<file path="src/rtl/adc_cfg_pkg.sv">
package adc_cfg_pkg;
    // Register addresses on the special-function-register bus
    localparam logic [7:0] ADDR_INPUT_SELECT = 8'hBB;
    localparam logic [7:0] ADDR_LT_LOW       = 8'hC5;
    localparam logic [7:0] ADDR_LT_HIGH      = 8'hC6;
    localparam logic [7:0] ADDR_REF_CONTROL  = 8'hD1;

    // Values after reset
    localparam logic [7:0] RESET_INPUT_SELECT = 8'h1F;
    localparam logic [7:0] RESET_LT_LOW       = 8'h00;
    localparam logic [7:0] RESET_LT_HIGH      = 8'h00;
    localparam logic [7:0] RESET_REF_CONTROL  = 8'h18;
    localparam logic [7:0] RESET_RDATA        = 8'h00;

    // Field positions
    localparam int SEL_MSB        = 4;
    localparam int REF_LEVEL_BIT  = 7;
    localparam int GND_SEL_BIT    = 5;
    localparam int VREF_SEL_MSB   = 4;
    localparam int VREF_SEL_LSB   = 3;
    localparam int TEMP_EN_BIT    = 2;

    // Writable bits of the input select and reference control registers
    localparam logic [7:0] MASK_INPUT_SELECT = 8'h1F;
    localparam logic [7:0] MASK_REF_CONTROL  = 8'hBC;

    // Positive input codes
    localparam logic [4:0] SEL_LAST_EXTERNAL = 5'h0F;
    localparam logic [4:0] SEL_TEMP_SENSOR   = 5'h10;
    localparam logic [4:0] SEL_REGULATOR     = 5'h11;
    localparam logic [4:0] SEL_SUPPLY        = 5'h12;
    localparam logic [4:0] SEL_GROUND        = 5'h13;

    localparam int NUM_EXTERNAL = 16;

    // Voltage reference choice
    typedef enum logic [1:0] {
        VREF_EXT_PIN,
        VREF_SUPPLY_PIN,
        VREF_DIGITAL_SUPPLY,
        VREF_INTERNAL
    } vref_source_t;
endpackage

</file>
<file path="src/rtl/analog_input_mux.sv">
`timescale 1ns/10ps
`default_nettype none
module analog_input_mux (
    // Selection code
    input  wire logic [4:0]  positive_input_select,
    // Decoded routing, one-hot or all zero; input_connected is high whenever any route is
    output logic [15:0] external_channel_en,
    output logic        temp_sensor_route,
    output logic        regulator_route,
    output logic        supply_route,
    output logic        ground_route,
    output logic        input_connected
);
    import adc_cfg_pkg::*;

    always_comb begin
        external_channel_en = 16'h0000;
        temp_sensor_route   = 1'b0;
        regulator_route     = 1'b0;
        supply_route        = 1'b0;
        ground_route        = 1'b0;
        if (positive_input_select <= SEL_LAST_EXTERNAL) begin
            external_channel_en[positive_input_select[3:0]] = 1'b1;
        end
        case (positive_input_select)
            SEL_TEMP_SENSOR: temp_sensor_route = 1'b1;
            SEL_REGULATOR:   regulator_route   = 1'b1;
            SEL_SUPPLY:      supply_route      = 1'b1;
            SEL_GROUND:      ground_route      = 1'b1;
            default: begin
            end
        endcase
        input_connected = (|external_channel_en) | temp_sensor_route | regulator_route
                          | supply_route | ground_route;
    end
endmodule
`default_nettype wire

</file>
<file path="src/rtl/adc_window_mux_reference_regs.sv">
// Functional notes
// - Register holds high byte of sixteen-bit lower-bound compare value.
// - Read/write low byte of lower-bound compare value, reset to zero.
// - Codes 0 to 15 select external channels 0 to 15.
// - Codes 16-19 pick temp sensor, regulator, supply, ground.
// - Reserved input codes 20 to 31 connect no input.
// - Reference bit 7 picks low or high internal level, reset 0.
// - Reference bit 5 picks general or analog ground pin.
// - Reference bits 4:3 pick voltage reference, reset to internal.
// - Reference bit 2 enables the temperature sensor, reset off.
`timescale 1ns/10ps
`default_nettype none
module adc_window_mux_reference_regs (
    // Clock and reset
    input  wire logic        clock,
    input  wire logic        rst,
    // Special-function-register bus
    input  wire logic [7:0]  sfr_addr,
    input  wire logic [7:0]  sfr_wdata,
    input  wire logic        sfr_write,
    input  wire logic        sfr_read,
    output logic [7:0]  sfr_rdata,
    output logic        sfr_hit,
    // Window comparator
    output logic [15:0] lower_bound_threshold,
    // Analog multiplexer
    output logic [15:0] external_channel_en,
    output logic        temp_sensor_route,
    output logic        regulator_route,
    output logic        supply_route,
    output logic        ground_route,
    output logic        input_connected,
    // Reference control
    output logic        internal_ref_level,
    output logic        ground_ref_select,
    output adc_cfg_pkg::vref_source_t voltage_ref_select,
    output logic        temp_sensor_enable
);
    import adc_cfg_pkg::*;

    logic [7:0] lower_bound_high_byte_reg;
    logic [7:0] lower_bound_high_byte_next;
    logic [7:0] lower_bound_low_byte_reg;
    logic [7:0] lower_bound_low_byte_next;
    logic [7:0] input_select_reg;
    logic [7:0] input_select_next;
    logic [7:0] reference_control_reg;
    logic [7:0] reference_control_next;
    logic [7:0] rdata_next;

    // Reserved bits keep their reset value whatever software writes
    function automatic logic [7:0] masked_write(input logic [7:0] data,
                                                input logic [7:0] mask,
                                                input logic [7:0] rstval);
        masked_write = (data & mask) | (rstval & ~mask);
    endfunction

    // Address map kept in one place
    function automatic logic addr_mapped(input logic [7:0] addr);
        addr_mapped = (addr == ADDR_LT_HIGH) || (addr == ADDR_LT_LOW)
                      || (addr == ADDR_INPUT_SELECT) || (addr == ADDR_REF_CONTROL);
    endfunction

    function automatic logic strobe_at(input logic       strobe,
                                       input logic [7:0] addr,
                                       input logic [7:0] target);
        strobe_at = strobe && (addr == target);
    endfunction

    // Threshold group
    always_comb begin
        lower_bound_high_byte_next = lower_bound_high_byte_reg;
        lower_bound_low_byte_next  = lower_bound_low_byte_reg;
        if (strobe_at(sfr_write, sfr_addr, ADDR_LT_HIGH)) begin
            lower_bound_high_byte_next = sfr_wdata;
        end
        if (strobe_at(sfr_write, sfr_addr, ADDR_LT_LOW)) begin
            lower_bound_low_byte_next = sfr_wdata;
        end
    end

    always_ff @(posedge clock or posedge rst) begin
        if (rst) begin
            lower_bound_high_byte_reg <= RESET_LT_HIGH;
            lower_bound_low_byte_reg  <= RESET_LT_LOW;
        end else begin
            lower_bound_high_byte_reg <= lower_bound_high_byte_next;
            lower_bound_low_byte_reg  <= lower_bound_low_byte_next;
        end
    end

    // Input select group
    always_comb begin
        input_select_next = input_select_reg;
        if (strobe_at(sfr_write, sfr_addr, ADDR_INPUT_SELECT)) begin
            input_select_next = masked_write(sfr_wdata, MASK_INPUT_SELECT,
                                             RESET_INPUT_SELECT);
        end
    end

    always_ff @(posedge clock or posedge rst) begin
        if (rst) begin
            input_select_reg <= RESET_INPUT_SELECT;
        end else begin
            input_select_reg <= input_select_next;
        end
    end

    // Reference control group
    always_comb begin
        reference_control_next = reference_control_reg;
        if (strobe_at(sfr_write, sfr_addr, ADDR_REF_CONTROL)) begin
            reference_control_next = masked_write(sfr_wdata, MASK_REF_CONTROL,
                                                  RESET_REF_CONTROL);
        end
    end

    always_ff @(posedge clock or posedge rst) begin
        if (rst) begin
            reference_control_reg <= RESET_REF_CONTROL;
        end else begin
            reference_control_reg <= reference_control_next;
        end
    end

    // Unmapped reads return zero; data is registered one cycle after the strobe
    always_comb begin
        rdata_next = sfr_rdata;
        if (sfr_read) begin
            case (sfr_addr)
                ADDR_LT_HIGH:      rdata_next = lower_bound_high_byte_reg;
                ADDR_LT_LOW:       rdata_next = lower_bound_low_byte_reg;
                ADDR_INPUT_SELECT: rdata_next = input_select_reg;
                ADDR_REF_CONTROL:  rdata_next = reference_control_reg;
                default:           rdata_next = 8'h00;
            endcase
        end
    end

    always_ff @(posedge clock or posedge rst) begin
        if (rst) begin
            sfr_rdata <= RESET_RDATA;
        end else begin
            sfr_rdata <= rdata_next;
        end
    end

    // Pure decode so the core can qualify its access in the same cycle
    always_comb begin
        sfr_hit = addr_mapped(sfr_addr);
    end

    assign lower_bound_threshold = {lower_bound_high_byte_reg, lower_bound_low_byte_reg};

    assign internal_ref_level = reference_control_reg[REF_LEVEL_BIT];
    assign ground_ref_select  = reference_control_reg[GND_SEL_BIT];
    assign voltage_ref_select = vref_source_t'(reference_control_reg[VREF_SEL_MSB:VREF_SEL_LSB]);
    assign temp_sensor_enable = reference_control_reg[TEMP_EN_BIT];

    analog_input_mux u_mux (
        .positive_input_select (input_select_reg[SEL_MSB:0]),
        .external_channel_en   (external_channel_en),
        .temp_sensor_route     (temp_sensor_route),
        .regulator_route       (regulator_route),
        .supply_route          (supply_route),
        .ground_route          (ground_route),
        .input_connected       (input_connected)
    );

    a_high_byte_write: assert property (@(posedge clock) disable iff (rst)
        sfr_write && sfr_addr == ADDR_LT_HIGH |=> lower_bound_threshold[15:8] == $past(sfr_wdata))
        else $error("high byte not stored");
    a_low_byte_write: assert property (@(posedge clock) disable iff (rst)
        sfr_write && sfr_addr == ADDR_LT_LOW |=> lower_bound_threshold[7:0] == $past(sfr_wdata))
        else $error("low byte not stored");
    a_low_byte_read: assert property (@(posedge clock) disable iff (rst)
        sfr_read && sfr_addr == ADDR_LT_LOW && !sfr_write
        |=> sfr_rdata == lower_bound_threshold[7:0])
        else $error("low byte readback wrong");
    a_ext_channel: assert property (@(posedge clock) disable iff (rst)
        input_select_reg[4] == 1'b0 |-> external_channel_en == (16'h0001 << input_select_reg[3:0]))
        else $error("external channel decode wrong");
    a_internal_src: assert property (@(posedge clock) disable iff (rst)
        input_select_reg[4:0] == SEL_GROUND |-> ground_route && !supply_route
        && external_channel_en == 16'h0000)
        else $error("ground not routed");
    a_reserved_none: assert property (@(posedge clock) disable iff (rst)
        input_select_reg[4:0] > SEL_GROUND |-> !input_connected)
        else $error("reserved code connected an input");
    a_ref_fields: assert property (@(posedge clock) disable iff (rst)
        sfr_write && sfr_addr == ADDR_REF_CONTROL
        |=> voltage_ref_select == vref_source_t'($past(sfr_wdata[4:3]))
        && internal_ref_level == $past(sfr_wdata[7]) && ground_ref_select == $past(sfr_wdata[5])
        && temp_sensor_enable == $past(sfr_wdata[2]))
        else $error("reference fields not updated");
    a_reserved_hold: assert property (@(posedge clock) disable iff (rst)
        reference_control_reg[6] == 1'b0 && reference_control_reg[1:0] == 2'b00
        && input_select_reg[7:5] == 3'b000)
        else $error("reserved bits changed");
    a_stable_thresh: assert property (@(posedge clock) disable iff (rst)
        !sfr_write |=> $stable(lower_bound_threshold))
        else $error("threshold changed without write");

    // Bus and threshold
    a_high_byte_read: assert property (@(posedge clock) disable iff (rst)
        sfr_read && sfr_addr == ADDR_LT_HIGH && !sfr_write
        |=> sfr_rdata == lower_bound_threshold[15:8])
        else $error("high byte readback wrong");
    a_read_old_value: assert property (@(posedge clock) disable iff (rst)
        sfr_read && sfr_write && sfr_addr == ADDR_LT_HIGH
        |=> sfr_rdata == $past(lower_bound_threshold[15:8]))
        else $error("read during write did not return old byte");
    a_high_reset: assert property (@(posedge clock) disable iff (rst)
        $fell(rst) |-> lower_bound_threshold[15:8] == RESET_LT_HIGH)
        else $error("high byte not cleared by reset");
    a_rdata_hold: assert property (@(posedge clock) disable iff (rst)
        !sfr_read |=> $stable(sfr_rdata))
        else $error("read data changed without a read");
    a_low_reset: assert property (@(posedge clock) disable iff (rst)
        $fell(rst) |-> lower_bound_threshold[7:0] == RESET_LT_LOW)
        else $error("low byte not cleared by reset");

    // Multiplexer
    a_select_write: assert property (@(posedge clock) disable iff (rst)
        sfr_write && sfr_addr == ADDR_INPUT_SELECT
        |=> input_select_reg[4:0] == $past(sfr_wdata[4:0]))
        else $error("input code not stored");
    a_select_read: assert property (@(posedge clock) disable iff (rst)
        sfr_read && sfr_addr == ADDR_INPUT_SELECT && !sfr_write
        |=> sfr_rdata == input_select_reg)
        else $error("input code readback wrong");
    a_select_hold: assert property (@(posedge clock) disable iff (rst)
        !sfr_write |=> $stable(input_select_reg))
        else $error("input code changed without write");
    a_route_onehot: assert property (@(posedge clock) disable iff (rst)
        $onehot0({external_channel_en, temp_sensor_route, regulator_route, supply_route,
                  ground_route}))
        else $error("more than one input routed");
    a_legal_connected: assert property (@(posedge clock) disable iff (rst)
        input_select_reg[4:0] <= SEL_GROUND |-> input_connected)
        else $error("legal code left input open");
    a_temp_route: assert property (@(posedge clock) disable iff (rst)
        input_select_reg[4:0] == SEL_TEMP_SENSOR |-> temp_sensor_route && !regulator_route
        && external_channel_en == 16'h0000)
        else $error("temperature sensor not routed");
    a_regulator_route: assert property (@(posedge clock) disable iff (rst)
        input_select_reg[4:0] == SEL_REGULATOR |-> regulator_route && !supply_route
        && !temp_sensor_route)
        else $error("regulator not routed");
    a_supply_route: assert property (@(posedge clock) disable iff (rst)
        input_select_reg[4:0] == SEL_SUPPLY |-> supply_route && !ground_route
        && !regulator_route)
        else $error("supply not routed");
    a_select_reset: assert property (@(posedge clock) disable iff (rst)
        $fell(rst) |-> !input_connected)
        else $error("input connected after reset");

    // Reference control
    a_level_write: assert property (@(posedge clock) disable iff (rst)
        sfr_write && sfr_addr == ADDR_REF_CONTROL
        |=> internal_ref_level == $past(sfr_wdata[7]))
        else $error("reference level not stored");
    a_level_reset: assert property (@(posedge clock) disable iff (rst)
        $fell(rst) |-> !internal_ref_level)
        else $error("reference level not cleared by reset");
    a_ref_read: assert property (@(posedge clock) disable iff (rst)
        sfr_read && sfr_addr == ADDR_REF_CONTROL && !sfr_write
        |=> sfr_rdata == reference_control_reg)
        else $error("reference readback wrong");
    a_ground_write: assert property (@(posedge clock) disable iff (rst)
        sfr_write && sfr_addr == ADDR_REF_CONTROL
        |=> ground_ref_select == $past(sfr_wdata[5]))
        else $error("ground choice not stored");
    a_ground_reset: assert property (@(posedge clock) disable iff (rst)
        $fell(rst) |-> !ground_ref_select)
        else $error("ground choice not cleared by reset");
    a_vref_reset: assert property (@(posedge clock) disable iff (rst)
        $fell(rst) |-> voltage_ref_select == VREF_INTERNAL)
        else $error("voltage reference not internal after reset");
    a_ref_hold: assert property (@(posedge clock) disable iff (rst)
        !sfr_write |=> $stable(reference_control_reg))
        else $error("reference changed without write");
    a_temp_write: assert property (@(posedge clock) disable iff (rst)
        sfr_write && sfr_addr == ADDR_REF_CONTROL
        |=> temp_sensor_enable == $past(sfr_wdata[2]))
        else $error("sensor enable not stored");
    a_temp_reset: assert property (@(posedge clock) disable iff (rst)
        $fell(rst) |-> !temp_sensor_enable)
        else $error("sensor enabled after reset");

    c_write_high: cover property (@(posedge clock) sfr_write && sfr_addr == ADDR_LT_HIGH);
    c_temp_route: cover property (@(posedge clock) temp_sensor_route && temp_sensor_enable);
    c_reserved:   cover property (@(posedge clock) !input_connected);
    c_read_write: cover property (@(posedge clock) sfr_read && sfr_write);
    c_last_ext:   cover property (@(posedge clock) external_channel_en[15]);
endmodule
`default_nettype wire

</file>
<file path="config.mk">
export PLATFORM = sky130hd
export DESIGN_NAME = adc_window_mux_reference_regs
export DESIGN_NICKNAME = d
export VERILOG_FILES = /design/src/rtl/adc_cfg_pkg.sv /design/src/rtl/analog_input_mux.sv /design/src/rtl/adc_window_mux_reference_regs.sv
export SDC_FILE = /design/constraint.sdc
export NUM_CORES = 1
export LEC_CHECK = 0
export BUFFER_PORTS_ARGS = -buffer_cell sky130_fd_sc_hd__buf_2
export CAP_MARGIN = 25
export CORE_MARGIN = 1.5
export CORE_UTILIZATION = 50
export CTS_CLUSTER_DIAMETER = 50
export CTS_CLUSTER_SIZE = 40
export DETAILED_ROUTE_END_ITERATION = 16
export PLACE_DENSITY = 0.82
export SLEW_MARGIN = 10
export SYNTH_ARGS = -nofsm -noshare
export SYNTH_HDL_FRONTEND = slang
export SYNTH_HIERARCHICAL = 1
export SYNTH_SLANG_ARGS = --single-unit
</file>
<file path="constraint.sdc">
create_clock -name clock -period 4 [get_ports clock]
set_input_delay 0.8 -clock clock [delete_from_list [all_inputs] [get_ports clock]]
set_output_delay 0.8 -clock clock [all_outputs]
set_load 0.005 [all_outputs]
</file>
==> flow_summary_export.csv <==
group,metric,value,unit
status,outcome,"complete, no violations",
timing,setup_viol,0,
timing,worstMarginPinSlew,0.494,ns
global_route,grt_start_max_net_pins,23,
timing,post-route-min-period,2.63,ns
pwr,pwr_density_cell,295,nW/um^2
cells_and_area,fin_nets,239,
cells_and_area,diodes,0,
floorplanning,core,3340,sq um
hold_path,hp-class,"input port to async pin",
synthesis,syn_area,1750,sq um
cts,cts_buffers,5,
global_route,track_usage,22.4,%
timing,maxSlewHeadroom,66.9,%
route,viasPerCell,5.40,
critical_path,end_kind,"output port",
timing,clock.fmax,380,MHz
place,io_buffers,70,
cts,cts-resized-gates,0,
cts,root_buffer,"clkbuf_4",
synthesis,synth_edf_count,0,
global_route,grt_pass1_wl,6770,microns
run,maxCapViolations,0,
cts,h-tree-depth,2,
cts,insertion_delay,0.33,ns
timing,slew_viol_final,0,
route,vias,1436,
floorplanning,die_w,62.2,microns
critical_path,crit_required,3.20,ns
synthesis,yosysWarnings,6,
cts,post_cts_buffers,0,
floorplanning,die-area,3870,sq um
synthesis,yosys.area.top_type,"dfrtp_1",
route,postRouteAntennaNets,0,
pwr,ir_drop,0.210,mV
route,wl,4020,microns
cts,cts.clk_slew.worst_paths,0.09,ns
critical_path,critical_path_class,"input port to output port",
critical_path,cp.arrival,1.83,ns
cells_and_area,drive_gt1_share,60.0,%
cts,clock_path_buffers,2,
synthesis,mappedNetlistNets,162,
pwr,p_total,658,uW
route,wl_per_cell,15.1,microns
critical_path,worst_setup_path_start_kind,"input port",
synthesis,ys_top_cells_by_area,"dfrtp_1, mux2_2, dfstp_2",
cts,cts-hold-fix-buffers,0,
global_route,antenna_found_initial,0,
synthesis,synth_area_per_cell,12.3,sq um
place,place.gp.congestion,0.803,
timing,skew,0.00747,ns
floorplanning,initial_core_util,52.5,%
cells_and_area,syn_to_final_growth,27.2,%
global_route,gr-total-overflow,0,
pwr,leakagePower,1.18,nW
critical_path,worstPathMaxFanout,4,
cts,cts_tree,"yes",
synthesis,synth_cell_types,32,
route,first_pass_iters,4,
timing,finalSetupTns,0,ns
synthesis,async_flop_share,100,%
timing,rsz0062_at_grt,"no",
synthesis,synthTopCellsByCount,"mux2_2, dfrtp_1, nor2_1, a22oi_1, dfstp_2",
floorplanning,rows,21,
place,dp_hpwl,3090,microns
synthesis,ys_seq_area_share,49.1,%
cts,cts_num_sinks,34,
route,drt-initial-drc-count,54,
route,drc_errors,0,
global_route,grt_pass1_vias,1399,
synthesis,ys_ff_latch,34,
synthesis,synth.most_common_cell,"mux2_2",
synthesis,synthCells,142,
floorplanning,die_y,62.2,microns
synthesis,synth_top_area_share,38.6,%
timing,hold_viol_final,0,
floorplanning,io_pins,71,
timing,min_period_over_period,65.8,%
synthesis,ys.flop_type,"dfrtp_1",
[critical path: stages]
cell      delay, ns
buf_2          0.13
nand4b_4       0.18
or3_2          0.47
o22ai_1        0.12
buf_2          0.13
[power breakdown]
group,switching [mW],internal (mW)
Sequential,0.0144,0.362
Combinational,0.0463,0.0428
Clock,0.106,0.0867
[stage by stage]
stage          cell area [sq um]  util, %  hold slack, ns  instances  setup slack [ns]
4_1_cts                     2230     66.8           0.478        266              1.37
5_1_grt                     2230     66.8           0.500        266              1.30
6_report                    2230     66.8           0.477        266              1.37
3_3_place_gp                2170     65.0           0.487        258              1.38
2_1_floorplan               1750        -           0.505        142              1.64
3_5_place_dp                2170     65.0           0.495        258              1.37
[logic make-up after synthesis]
| logic type | synth area share, % |
|---|---|
| flops | 49.1 |
| simple gates | 21.2 |
| buf+inv | 1.14 |
| mux | 18.6 |
| compound gates | 9.93 |
[final timing paths]
check / slack [ns] / cells after the start / to / start
setup / recovery: 1.37 / 5 / sfr_hit / sfr_addr[3]
hold / removal: 0.48 / 2 / lower_bound_high_byte_reg[1]$_DFFE_PP0P_ / rst
setup reg to reg: 2.84 / 3 / sfr_rdata[4]$_DFFE_PP0P_ / input_select_reg[4]$_DFFE_PP1P_
hold reg to reg: 0.51 / 1 / sfr_rdata[4]$_DFFE_PP0P_ / sfr_rdata[4]$_DFFE_PP0P_
max in group asynchronous: 2.81 / 3 / input_select_reg[2]$_DFFE_PP1P_ / rst
min in group clock: 0.51 / 1 / sfr_rdata[4]$_DFFE_PP0P_ / sfr_rdata[4]$_DFFE_PP0P_
[layout by cell type (no fill, tap or decap), types with 2 or more instances in the layout]
| cell type | count |
|---|---|
| buf_2 | 70 |
| mux2_2 | 28 |
| dfrtp_1 | 27 |
| nor2_1 | 21 |
| a22oi_1 | 10 |
| dfstp_2 | 7 |
| a22o_1 | 5 |
| clkbuf_4 | 5 |
| a21oi_1 | 4 |
| o22ai_1 | 4 |
| buf_4 | 3 |
| or3b_4 | 3 |
| nor3_2 | 3 |
| nor2b_1 | 2 |
| nand3_4 | 2 |
| and2b_2 | 2 |
| nand2_4 | 2 |
| inv_1 | 2 |
| o21ai_0 | 2 |
| clkbuf_1 | 2 |
| nand2b_1 | 2 |
| nor3_1 | 2 |
[per-layer routing]
metal | GRT usage, % | up-vias | part of all wire (%)
met4 | 10.6 | 0 | 2.1
met5 | 0 | - | 0
li1 | - | 681 | -
met2 | 36.3 | 48 | 49
met3 | 4.53 | 8 | 5.1
met1 | 29.2 | 699 | 44
[layout make-up]
| type | count | area (sq um) |
|---|---|---|
| fill | 292 | 1110 |
| multi-input combinational | 103 | 872 |
| clock buffer | 8 | 58.8 |
| sequential | 34 | 860 |
| inverter | 2 | 7.51 |
| tap | 46 | 57.6 |
| timing repair buffer | 73 | 373 |
Note: power is estimated with default switching activity, not from simulation.
